==> src/pss_pkg.sv <==
// Package for the summary status block: register map, field positions and event layout.
// Assumes an APB master with 32-bit data and word-aligned registers.
package pss_pkg;
  // Printed offsets include values that are not multiples of four, so they are indices; byte address is four times.
  localparam logic [7:0] PSS_IDX_BSR = 8'h01;
  localparam logic [7:0] PSS_IDX_NER = 8'h06;
  localparam logic [7:0] PSS_IDX_SUM = 8'h10;
  localparam logic [7:0] PSS_IDX_FCC = 8'h14;
  localparam logic [7:0] PSS_IDX_REC = 8'h15;
  localparam logic [7:0] PSS_IDX_TEN = 8'h1a;
  localparam logic [7:0] PSS_IDX_CTL = 8'h30;
  localparam logic [7:0] PSS_IDX_IST = 8'h31;
  localparam logic [7:0] PSS_IDX_IMK = 8'h32;
  localparam logic [7:0] PSS_IDX_SIG = 8'h33;
  localparam int PSS_BYTE_SHIFT = 2;
  localparam int PSS_ADDR_W = 10;
  // Summary register field positions.
  localparam int PSS_B_RSV15 = 15;
  localparam int PSS_B_XOVER = 14;
  localparam int PSS_B_RXERR = 13;
  localparam int PSS_B_POL = 12;
  localparam int PSS_B_FCAR = 11;
  localparam int PSS_B_SDET = 10;
  localparam int PSS_B_LOCK = 9;
  localparam int PSS_B_PAGE = 8;
  localparam int PSS_B_RSV7 = 7;
  localparam int PSS_B_RFLT = 6;
  localparam int PSS_B_JAB = 5;
  // Source register bits that the summary copies.
  localparam int PSS_B_TEN_POL = 4;
  localparam int PSS_B_NER_PAGE = 1;
  localparam int PSS_B_BSR_RFLT = 4;
  localparam int PSS_B_BSR_JAB = 1;
  // Control register fields.
  localparam int PSS_B_CTL_AXEN = 0;
  localparam int PSS_B_CTL_XFRC = 1;
  localparam int PSS_B_CTL_SDQ = 2;
  localparam logic [2:0] PSS_CTL_RST = 3'h1;
  localparam int PSS_NEV = 8;
  localparam int PSS_CNT_W = 8;
  localparam logic [31:0] PSS_RD_ZERO = 32'h0;

  // Raw status inputs from the physical layer, not yet on the pclk domain.
  typedef struct packed {
    logic xover_swap;
    logic rx_error;
    logic false_carrier;
    logic polarity_inv;
    logic raw_sd;
    logic lock;
    logic page_rx;
    logic remote_fault;
    logic jabber;
  } pss_phy_t;

  // Clearing reads of the source registers, one-cycle pulses.
  typedef struct packed {
    logic bsr;
    logic ner;
    logic fcc;
    logic rec;
    logic ten;
  } pss_rdclr_t;
endpackage

==> src/pss_stat_cell.sv <==
// One latched status cell, latch-high or latch-low, with a clearing read.
// Assumes the event input is already synchronous to pclk.
module pss_stat_cell #(
  parameter bit LATCH_LOW = 1'b0
) (
  input wire logic pclk,
  input wire logic presetn,
  input wire logic cond,
  input wire logic clr,
  output logic q_r
);
  // Latch-low cells rest at zero until the first clearing read arms them.
  always_ff @(posedge pclk or negedge presetn) begin
    if (!presetn) begin
      q_r <= 1'b0;
    end else if (LATCH_LOW) begin
      // A drop in the same cycle as the read stays visible.
      if (!cond) begin
        q_r <= 1'b0;
      end else if (clr) begin
        q_r <= 1'b1;
      end
    end else begin
      // An event in the same cycle as the clearing read wins.
      if (cond) begin
        q_r <= 1'b1;
      end else if (clr) begin
        q_r <= 1'b0;
      end
    end
  end
endmodule

==> src/pss_summary.sv <==
// Summary status register block with its source registers and an interrupt.
// Assumes an APB master on pclk and status inputs that come from outside the domain.
// Operation
// Bits 15 and 7 read zero and ignore writes.
// Bit 14 shows swapped pairs as one, normal pairs as zero.
// Pair bit follows crossover enable, force, and the automatic swaps.
// Bit 13 latches receive errors until the error counter register is read.
// Bit 12 mirrors the 10 Mb/s polarity flag, cleared by that register's read.
// Bit 11 latches false carrier until the false carrier counter is read.
// Bit 10 is qualified signal detect, optionally ANDed with lock, latch low.
// Bit 9 is descrambler lock, latching low until read.
// Bit 8 copies page received, cleared only by reading the expansion register.
// Bit 6 sets on remote fault, clears on basic status read or reset.
// Bit 5 copies jabber, unchanged by summary reads.
// Summary register sits at index 10h.
// Latched bits hold until their clearing read.
module pss_summary (
  input wire logic pclk,
  input wire logic presetn,
  input wire logic psel,
  input wire logic penable,
  input wire logic pwrite,
  input wire logic [pss_pkg::PSS_ADDR_W-1:0] paddr,
  input wire logic [31:0] pwdata,
  input wire pss_pkg::pss_phy_t phy_in,
  output logic [31:0] prdata,
  output logic pready,
  output logic pslverr,
  output logic irq
);
  import pss_pkg::*;

  pss_phy_t s1_r;
  pss_phy_t ps_r;
  logic [2:0] ctl_r;
  logic [PSS_NEV-1:0] ist_r;
  logic [PSS_NEV-1:0] imk_r;
  logic [PSS_NEV-1:0] ev_nxt;
  logic [PSS_CNT_W-1:0] rec_cnt_r;
  logic [PSS_CNT_W-1:0] fcc_cnt_r;
  logic rxerr_d_r;
  logic fcar_d_r;
  logic xover_d_r;
  logic lock_d_r;
  logic ok_nxt;
  logic acc;
  logic rd;
  logic wr;
  logic [7:0] idx;
  pss_rdclr_t rc;
  logic rxe_ev;
  logic fcar_ev;
  logic qsd;
  logic xover;
  logic l_rxerr, l_fcar, l_pol, l_sd, l_lock, l_page, l_rflt, l_jab;
  logic [15:0] sum;
  logic [31:0] rd_nxt;

  // Two flops on every status input since they come from the line side.
  always_ff @(posedge pclk or negedge presetn) begin
    if (!presetn) begin
      s1_r <= '0;
      ps_r <= '0;
    end else begin
      s1_r <= phy_in;
      ps_r <= s1_r;
    end
  end

  assign acc = psel && penable;
  assign idx = paddr[PSS_ADDR_W-1:PSS_BYTE_SHIFT];
  assign rd = acc && !pwrite && pready;
  assign wr = acc && pwrite && pready;
  assign rc.bsr = rd && (idx == PSS_IDX_BSR);
  assign rc.ner = rd && (idx == PSS_IDX_NER);
  assign rc.fcc = rd && (idx == PSS_IDX_FCC);
  assign rc.rec = rd && (idx == PSS_IDX_REC);
  assign rc.ten = rd && (idx == PSS_IDX_TEN);

  // Receive errors and false carriers count once per rising edge of the event.
  always_ff @(posedge pclk or negedge presetn) begin
    if (!presetn) begin
      rxerr_d_r <= 1'b0;
      fcar_d_r <= 1'b0;
      xover_d_r <= 1'b0;
      lock_d_r <= 1'b0;
    end else begin
      rxerr_d_r <= ps_r.rx_error;
      fcar_d_r <= ps_r.false_carrier;
      xover_d_r <= xover;
      lock_d_r <= ps_r.lock;
    end
  end
  assign rxe_ev = ps_r.rx_error && !rxerr_d_r;
  assign fcar_ev = ps_r.false_carrier && !fcar_d_r;

  // Force wins over the automatic algorithm; with force and crossover both off the pairs stay normal.
  always_comb begin
    if (ctl_r[PSS_B_CTL_XFRC]) begin
      xover = 1'b1;
    end else if (ctl_r[PSS_B_CTL_AXEN]) begin
      xover = ps_r.xover_swap;
    end else begin
      xover = 1'b0;
    end
  end

  assign qsd = ctl_r[PSS_B_CTL_SDQ] ? (ps_r.raw_sd && ps_r.lock) : ps_r.raw_sd;

  pss_stat_cell #(.LATCH_LOW(1'b0)) u_rxerr (
    .pclk(pclk), .presetn(presetn), .cond(rxe_ev), .clr(rc.rec), .q_r(l_rxerr)
  );
  pss_stat_cell #(.LATCH_LOW(1'b0)) u_fcar (
    .pclk(pclk), .presetn(presetn), .cond(fcar_ev), .clr(rc.fcc), .q_r(l_fcar)
  );
  pss_stat_cell #(.LATCH_LOW(1'b0)) u_pol (
    .pclk(pclk), .presetn(presetn), .cond(ps_r.polarity_inv), .clr(rc.ten), .q_r(l_pol)
  );
  // Signal detect and lock re-arm on a read of the summary register itself.
  pss_stat_cell #(.LATCH_LOW(1'b1)) u_sd (
    .pclk(pclk), .presetn(presetn), .cond(qsd), .clr(rd && (idx == PSS_IDX_SUM)),
    .q_r(l_sd)
  );
  pss_stat_cell #(.LATCH_LOW(1'b1)) u_lock (
    .pclk(pclk), .presetn(presetn), .cond(ps_r.lock), .clr(rd && (idx == PSS_IDX_SUM)),
    .q_r(l_lock)
  );
  pss_stat_cell #(.LATCH_LOW(1'b0)) u_page (
    .pclk(pclk), .presetn(presetn), .cond(ps_r.page_rx), .clr(rc.ner), .q_r(l_page)
  );
  pss_stat_cell #(.LATCH_LOW(1'b0)) u_rflt (
    .pclk(pclk), .presetn(presetn), .cond(ps_r.remote_fault), .clr(rc.bsr),
    .q_r(l_rflt)
  );
  // Jabber shares the basic status clear, so a summary read never touches it.
  pss_stat_cell #(.LATCH_LOW(1'b0)) u_jab (
    .pclk(pclk), .presetn(presetn), .cond(ps_r.jabber), .clr(rc.bsr), .q_r(l_jab)
  );

  always_comb begin
    sum = 16'h0000;
    sum[PSS_B_RSV15] = 1'b0;
    sum[PSS_B_XOVER] = xover;
    sum[PSS_B_RXERR] = l_rxerr;
    sum[PSS_B_POL] = l_pol;
    sum[PSS_B_FCAR] = l_fcar;
    sum[PSS_B_SDET] = l_sd;
    sum[PSS_B_LOCK] = l_lock;
    sum[PSS_B_PAGE] = l_page;
    sum[PSS_B_RSV7] = 1'b0;
    sum[PSS_B_RFLT] = l_rflt;
    sum[PSS_B_JAB] = l_jab;
  end

  // Saturating counters; a read returns the count and clears it, new events still win.
  always_ff @(posedge pclk or negedge presetn) begin
    if (!presetn) begin
      rec_cnt_r <= '0;
    end else if (rxe_ev && !(&rec_cnt_r)) begin
      rec_cnt_r <= rc.rec ? PSS_CNT_W'(1) : rec_cnt_r + PSS_CNT_W'(1);
    end else if (rc.rec) begin
      rec_cnt_r <= rxe_ev ? PSS_CNT_W'(1) : '0;
    end
  end

  always_ff @(posedge pclk or negedge presetn) begin
    if (!presetn) begin
      fcc_cnt_r <= '0;
    end else if (fcar_ev && !(&fcc_cnt_r)) begin
      fcc_cnt_r <= rc.fcc ? PSS_CNT_W'(1) : fcc_cnt_r + PSS_CNT_W'(1);
    end else if (rc.fcc) begin
      fcc_cnt_r <= fcar_ev ? PSS_CNT_W'(1) : '0;
    end
  end

  // Writes go only to control and mask; the summary and its sources drop them.
  always_ff @(posedge pclk or negedge presetn) begin
    if (!presetn) begin
      ctl_r <= PSS_CTL_RST;
    end else if (wr && (idx == PSS_IDX_CTL)) begin
      ctl_r <= pwdata[2:0];
    end
  end

  always_ff @(posedge pclk or negedge presetn) begin
    if (!presetn) begin
      imk_r <= '0;
    end else if (wr && (idx == PSS_IDX_IMK)) begin
      imk_r <= pwdata[PSS_NEV-1:0];
    end
  end

  // Interrupt events: error, carrier, crossover change, lock loss, page, fault, jabber, polarity.
  always_comb begin
    ev_nxt = '0;
    ev_nxt[0] = rxe_ev;
    ev_nxt[1] = fcar_ev;
    ev_nxt[2] = xover != xover_d_r;
    ev_nxt[3] = lock_d_r && !ps_r.lock;
    ev_nxt[4] = ps_r.page_rx;
    ev_nxt[5] = ps_r.remote_fault;
    ev_nxt[6] = ps_r.jabber;
    ev_nxt[7] = ps_r.polarity_inv;
  end

  genvar g;
  generate
    for (g = 0; g < PSS_NEV; g++) begin : g_ist
      always_ff @(posedge pclk or negedge presetn) begin
        if (!presetn) begin
          ist_r[g] <= 1'b0;
        end else if (ev_nxt[g]) begin
          ist_r[g] <= 1'b1;
        end else if (rd && (idx == PSS_IDX_IST)) begin
          ist_r[g] <= 1'b0;
        end
      end
    end
  endgenerate

  always_ff @(posedge pclk or negedge presetn) begin
    if (!presetn) begin
      irq <= 1'b0;
    end else begin
      irq <= |(ist_r & imk_r);
    end
  end

  always_comb begin
    rd_nxt = PSS_RD_ZERO;
    ok_nxt = 1'b1;
    unique case (idx)
      PSS_IDX_SUM: rd_nxt[15:0] = sum;
      PSS_IDX_BSR: begin
        rd_nxt[PSS_B_BSR_RFLT] = l_rflt;
        rd_nxt[PSS_B_BSR_JAB] = l_jab;
      end
      PSS_IDX_NER: rd_nxt[PSS_B_NER_PAGE] = l_page;
      PSS_IDX_FCC: rd_nxt[PSS_CNT_W-1:0] = fcc_cnt_r;
      PSS_IDX_REC: rd_nxt[PSS_CNT_W-1:0] = rec_cnt_r;
      PSS_IDX_TEN: rd_nxt[PSS_B_TEN_POL] = l_pol;
      PSS_IDX_CTL: rd_nxt[2:0] = ctl_r;
      PSS_IDX_IST: rd_nxt[PSS_NEV-1:0] = ist_r;
      PSS_IDX_IMK: rd_nxt[PSS_NEV-1:0] = imk_r;
      PSS_IDX_SIG: rd_nxt[8:0] = ps_r;
      default: ok_nxt = 1'b0;
    endcase
  end

  // One wait state: pready rises in the second access cycle, with data registered.
  always_ff @(posedge pclk or negedge presetn) begin
    if (!presetn) begin
      pready <= 1'b0;
      prdata <= '0;
      pslverr <= 1'b0;
    end else if (acc && !pready) begin
      pready <= 1'b1;
      prdata <= pwrite ? PSS_RD_ZERO : rd_nxt;
      pslverr <= !ok_nxt;
    end else begin
      pready <= 1'b0;
      prdata <= '0;
      pslverr <= 1'b0;
    end
  end
endmodule

==> config.mk <==
export PLATFORM = sky130hd
export DESIGN_NAME = pss_summary
export DESIGN_NICKNAME = d
export VERILOG_FILES = /design/src/pss_pkg.sv /design/src/pss_stat_cell.sv /design/src/pss_summary.sv
export SDC_FILE = /design/constraint.sdc
export NUM_CORES = 1
export LEC_CHECK = 0
export BUFFER_PORTS_ARGS = -buffer_cell sky130_fd_sc_hd__buf_2
export CAP_MARGIN = 40
export CORE_MARGIN = 2
export CORE_UTILIZATION = 35
export CTS_CLUSTER_SIZE = 40
export DETAILED_ROUTE_END_ITERATION = 10
export MAX_ROUTING_LAYER = met4
export RECOVER_POWER = 50
export SYNTH_ARGS = -nofsm -noshare
export SYNTH_HDL_FRONTEND = slang
export SYNTH_SLANG_ARGS = --single-unit
==> constraint.sdc <==
create_clock -name pclk -period 2.3 [get_ports pclk]
set_input_delay 0.345 -clock pclk [delete_from_list [all_inputs] [get_ports pclk]]
set_output_delay 0.345 -clock pclk [all_outputs]
set_load 0.02 [all_outputs]
# Yosys cells after proc, flatten, opt, wreduce, memory -nomap -nowiden
# Cells that the tools add are included.
# W data, S select, Z words.
[classes] n_addsub=2 n_eq_ne=13 muxes=47 bitwise_logic=1 reduce_logical=49
[ops] cell="$mux W8" n=6
[ops] cell="$eq A8 B5 Y1 const B" n=4
[ops] cell="$eq A8 B6 Y1 const B" n=4
[ops] cell="$mux W32" n=1
[ops] cell="$reduce_bool A2 Y1" n=16
[ops] cell="$mux W1" n=31
[ops] cell="$logic_and A1 B1 Y1" n=21
[ops] cell="$pmux W3 S6" n=1
[ops] cell="$add A8 B1 Y8 const B" n=2
[ops] cell="$mux W16" n=1
[ops] cell="$reduce_and A8 Y1" n=2
[ops] cell="$pmux W1 S6" n=2
[ops] cell="$reduce_or A10 Y1" n=1
[ops] cell="$and A8 B8 Y8" n=1
[ops] cell="$eq A8 B1 Y1 const B" n=1
[ops] cell="$eq A8 B3 Y1 const B" n=1
[ops] cell="$logic_not A1 Y1" n=8
[ops] cell="$pmux W1 S8" n=1
[ops] cell="$reduce_or A8 Y1" n=1
[ops] cell="$pmux W1 S7" n=1
[ops] cell="$mux W6" n=1
[ops] cell="$pmux W1 S5" n=1
[ops] cell="$ne A2 B1 Y1 const B" n=2
[ops] cell="$pmux W1 S2" n=1
[ops] cell="$ne A1 B1 Y1" n=1
[word_totals] ff_bits=100 inputBits=56 out_inout_bits=35

# Logic depth before layout (Yosys ltp)
[depth] depth_word=6 mapped_depth=6

# Hierarchy
# From an unflattened synthesis, not the netlist that was laid out.
[unflattened] cells_unflattened=333 area_unflattened_um2=3827.4
[by_module_without_submodules] mod="pss_summary" instances=1 cells_per_inst=311 area_each_um2=3544.6 seq_area_each_um2=1878.1
[by_module_without_submodules] mod="pss_stat_cell at u_fcar ..." instances=6 cells_per_inst=3 area_each_um2=36.3 seq_area_each_um2=25.0
[by_module_without_submodules] mod="pss_stat_cell at u_lock ..." instances=2 cells_per_inst=2 area_each_um2=32.5 seq_area_each_um2=25.0

# Least setup slack after synthesis
# No wires, ideal clock.
[synth_path] path_kind="in2reg" from="in paddr[9] (netlist name)" to="reg imk_r[0]" setup_ps=125 arrival_time_ps=1952 path_slack_ps=223 cell_stages=4 n_path_buf=0 cell_sequence="or3b_2 -> or2_4 -> nor4b_4 -> mux2_2"
[synth_between] elab_chain_cells=2
[synth_rtl] element="from (decl)" line="pss_summary.sv:23" text="input wire logic [pss_pkg::PSS_ADDR_W-1:0] paddr,"
[synth_rtl] element="$eq A8 B6 Y1" line="pss_summary.sv:188" text="end else if (wr && (idx == PSS_IDX_IMK)) begin"
[synth_rtl] element="$logic_and A1 B1 Y1" line="pss_summary.sv:188"
[synth_rtl] element="to (signal assigned)" line="pss_summary.sv:189" text="imk_r <= pwdata[PSS_NEV-1:0];"
[synth_rtl] element="to (decl)" line="pss_summary.sv:37" text="logic [PSS_NEV-1:0] imk_r;"
# No other way between the ends.
# A chain may end at the register's enable or synchronous reset.

# Final worst setup path
[layout_path] from="in paddr[9] (netlist name)" to="reg imk_r[4]"
# The elaborated chain is that of the path after synthesis.

==> key figures <==
STA
  – Hold_ws: between 0.08 and 0.09 ns
  – Period utilisation layout: 81.1%
  – RSZ-0062 raised after global routing: false
  – # setup viols final: 0
  – Clock Skew: 0.0104 ns
  – TNS Setup: 0 ns
  – Max-slew headroom: about 25%
  – Final hold violations: 0
  – Max Freq: 0.536 GHz
  – Max Slew Vio Count: 0
  – Crit path time final: approximately 1.9 ns
  – Final Worst Setup Slack: ~0.43 ns
  – Worst slew pin tran: 1.13 ns

Synth
  – Count of cell types in the netlist: 58
  – Synth area leaders: dfrtp_1 (54%), mux2_2 (4.5%), buf_4 (3.4%)
  – EDFF count, synth: 0
  – Ys async rst share: 100%
  – Mapped cell area: ~3800 µm²
  – Sequential fraction of the synthesis area: 55.0%
  – Mapped Cells: roughly 330
  – Top-area cell type share of the netlist area: approximately 54%
  – Syn Area/Cell: 11.6 µm²
  – Seq cells post-synth: between 80 and 90
  – Commonest register cell after synthesis: dfrtp_1
  – Synth area leader: dfrtp_1
  – Ys Warns: 0

Clock network
  – CTS tree: yes
  – Post-CTS setup buffer count: 0
  – TritonCTS Sinks: 83
  – Post_cts resized: 0
  – Worst-skew pair later-pin latency: roughly 0.35 ns
  – Maximum clock path buffer count: 2
  – Reg clk slew, reported paths: 0.09 ns
  – H-tree levels: 3
  – Clock Tree Root: clkbuf_8
  – Inserted Clock Buffers: 9

Cells and area
  – Share of cells above drive strength 1: 25.4%
  – Final net count: 451
  – Fillers: roughly 1000
  – Final instance area: 4470 µm²
  – Final Util: 42.9%
  – Most common cell after layout, fill and taps aside: dfrtp_1
  – Area growth from synthesis to layout: 18.2%
  – Most frequent cells in the layout: dfrtp_1 (82), buf_2 (35), nor2_1 (19), buf_4 (18), conb_1 (17)
  – Ant diodes: 0

Die
  – DIE HEIGHT: 108 µm
  – I/O pin total: 91
  – Die area: approximately 12000 µm²
  – Initial Utilization: a little over a third
  – Core ar.: 10400 µm²
  – Die Wd: 108 µm
  – Row count: 37

Detailed routing
  – Avg Vias per Cell: ~5
  – Routed len/inst: approximately 15 µm
  – Drt initial violations: 155
  – Pre-antenna DRT Iters: 6
  – DRC violations left: 0
  – Via Count: 2722
  – Post-route ant nets: 0
  – Routed WL: 8.25 mm

Setup path
  – Setup CP Type: in -> reg
  – CP arrival: 2.11 ns
  – Crit path capture type: flop
  – CP Cell Sequence: buf_2 > or3b_2 > or2_4 > nor4b_4 > buf_12 > mux2_2
  – Max stage delay on crit path: 0.53 ns
  – Critical Path RT: 2.55 ns
  – CP max-delay cell: or3b_2
  – CP Launch Type: primary input
  – Critical Path Fanout Max: 8

Flow run
  – Number of max-cap violations: 0

Global route
  – Grt total ovfl: 0
  – First-pass GRT wire length: roughly 14 mm
  – GRT Total Usage: 15.8%
  – Initial antenna violation count: 0
  – Vias in the first global route: 2641
  – Largest net degree at the start of global routing: 48

Placed design
  – Cell area after placement: about 4300 µm²
  – Place WS: between 0.07 and 0.08 ns
  – Routability Congestion: slightly above 0.9
  – PortBufs: 47
  – HPWL Detailed: 6.14 mm

Pwr
  – Pwr dens: 768 nW/µm²
  – Leak: roughly 2.0 nW
  – Worst vdd ir: 0.362 mV

Worst hold path
  – Hold crit path type: in -> reg

Outcome
  – Outcome: finished, final reports clean
-- metrics by stage --
stage                     total power, W  instances
after CTS                        0.00346        534
final                            0.00343        534
after floorplan                  0.00221        341
after detailed placement         0.00241        517
after global routing             0.00364        534
after global placement           0.00239        517
-- path summary, 6_finish.rpt --
check                             start            to  slack, ns  cells after the start
hold reg to reg                 s1_r[0]     ev_nxt[6]       0.35                      0
setup / recovery               paddr[9]      imk_r[4]       0.43                      6
max in group asynchronous       presetn  fcc_cnt_r[1]       0.80                      3
hold / removal                phy_in[8]       s1_r[8]       0.09                      1
setup reg to reg           rec_cnt_r[0]  rec_cnt_r[7]       0.47                      5
min in group asynchronous       presetn       s1_r[0]       0.73                      2
-- report_power, final --
part / switching [W] / internal [W] / total [W]
logic: 0.000309 / 0.000238 / 0.000548
registers: 0.000217 / 0.00162 / 0.00183
clock network: 0.000536 / 0.000515 / 0.00105
total: 0.00106 / 0.00237 / 0.00343
-- synth_stat cells, types with 4 or more instances --
cell / n
and2_1: 8
clkbuf_1: 9
a22o_1: 5
and3_1: 6
buf_4: 17
inv_1: 8
mux2i_1: 4
a22oi_1: 10
nor2b_1: 6
nand3_1: 4
o21ai_0: 9
and4b_1: 5
nor3_1: 7
nand4_1: 8
o211ai_1: 4
nor2_1: 19
dfrtp_1: 82
nand2_1: 15
a21o_1: 11
mux2_2: 15
xor2_1: 7
a21oi_1: 9
a31oi_1: 6
-- logic make-up after synthesis --
group	count (synthesis)	share of synthesized area [%]
buf+inv	36	5.30
xor+xnor	9	2.09
simple gates	105	17.0
flops	83	55.0
other cells	1	0.0992
fa+ha+maj	2	0.662
mux	22	7.32
compound gates	67	12.5
-- state kept, by name (all words and copies together) (netlist names), 3 cells and up --
name and flops:
ctl_r 3, ev_nxt 4, fcc_cnt_r 8, imk_r 8
ist_r 8, prdata 15, ps_r 5, rec_cnt_r 8
s1_r 9
-- worst max-delay path, delay by kind of cell --
| family | cells | cell delay [ns] |
|---|---|---|
| AND/OR/NAND/NOR | 3 | 1.13 |
| buffers and inverters | 2 | 0.30 |
| multiplexers | 1 | 0.33 |
-- layout make-up --
cell class / count / area (µm²) / share of cell area [%]
Clock buffer: 10 / 128 / 2.86
Clock inverter: 6 / 75.1 / 1.68
Inverter: 8 / 30.0 / 0.672
Multi-Input combinational cell: 222 / 1560 / 34.9
Sequential cell: 83 / 2080 / 46.5
Tap cell: 136 / 170 / 3.81
Timing Repair Buffer: 69 / 427 / 9.55
-- repair_timing --
item / 4_1_cts / 5_1_grt
hold buffers: 1 / 0
endpoints found under the hold margin: 1 / 0
setup endpoints to repair: 0 / 0
-- metal layers --
layer  routed length [µm]  vias to the layer above  share of wire [%]  global-route usage [%]
met5                    0                        -                  0                       -
met4                  137                        0                1.7                    4.76
met3                  411                       13                5.0                    3.09
met2                 3880                       84                 47                    24.3
met1                 3820                     1330                 46                    21.2
li1                     -                     1295                  -                       -
Note: power is estimated with default switching activity, not from simulation.
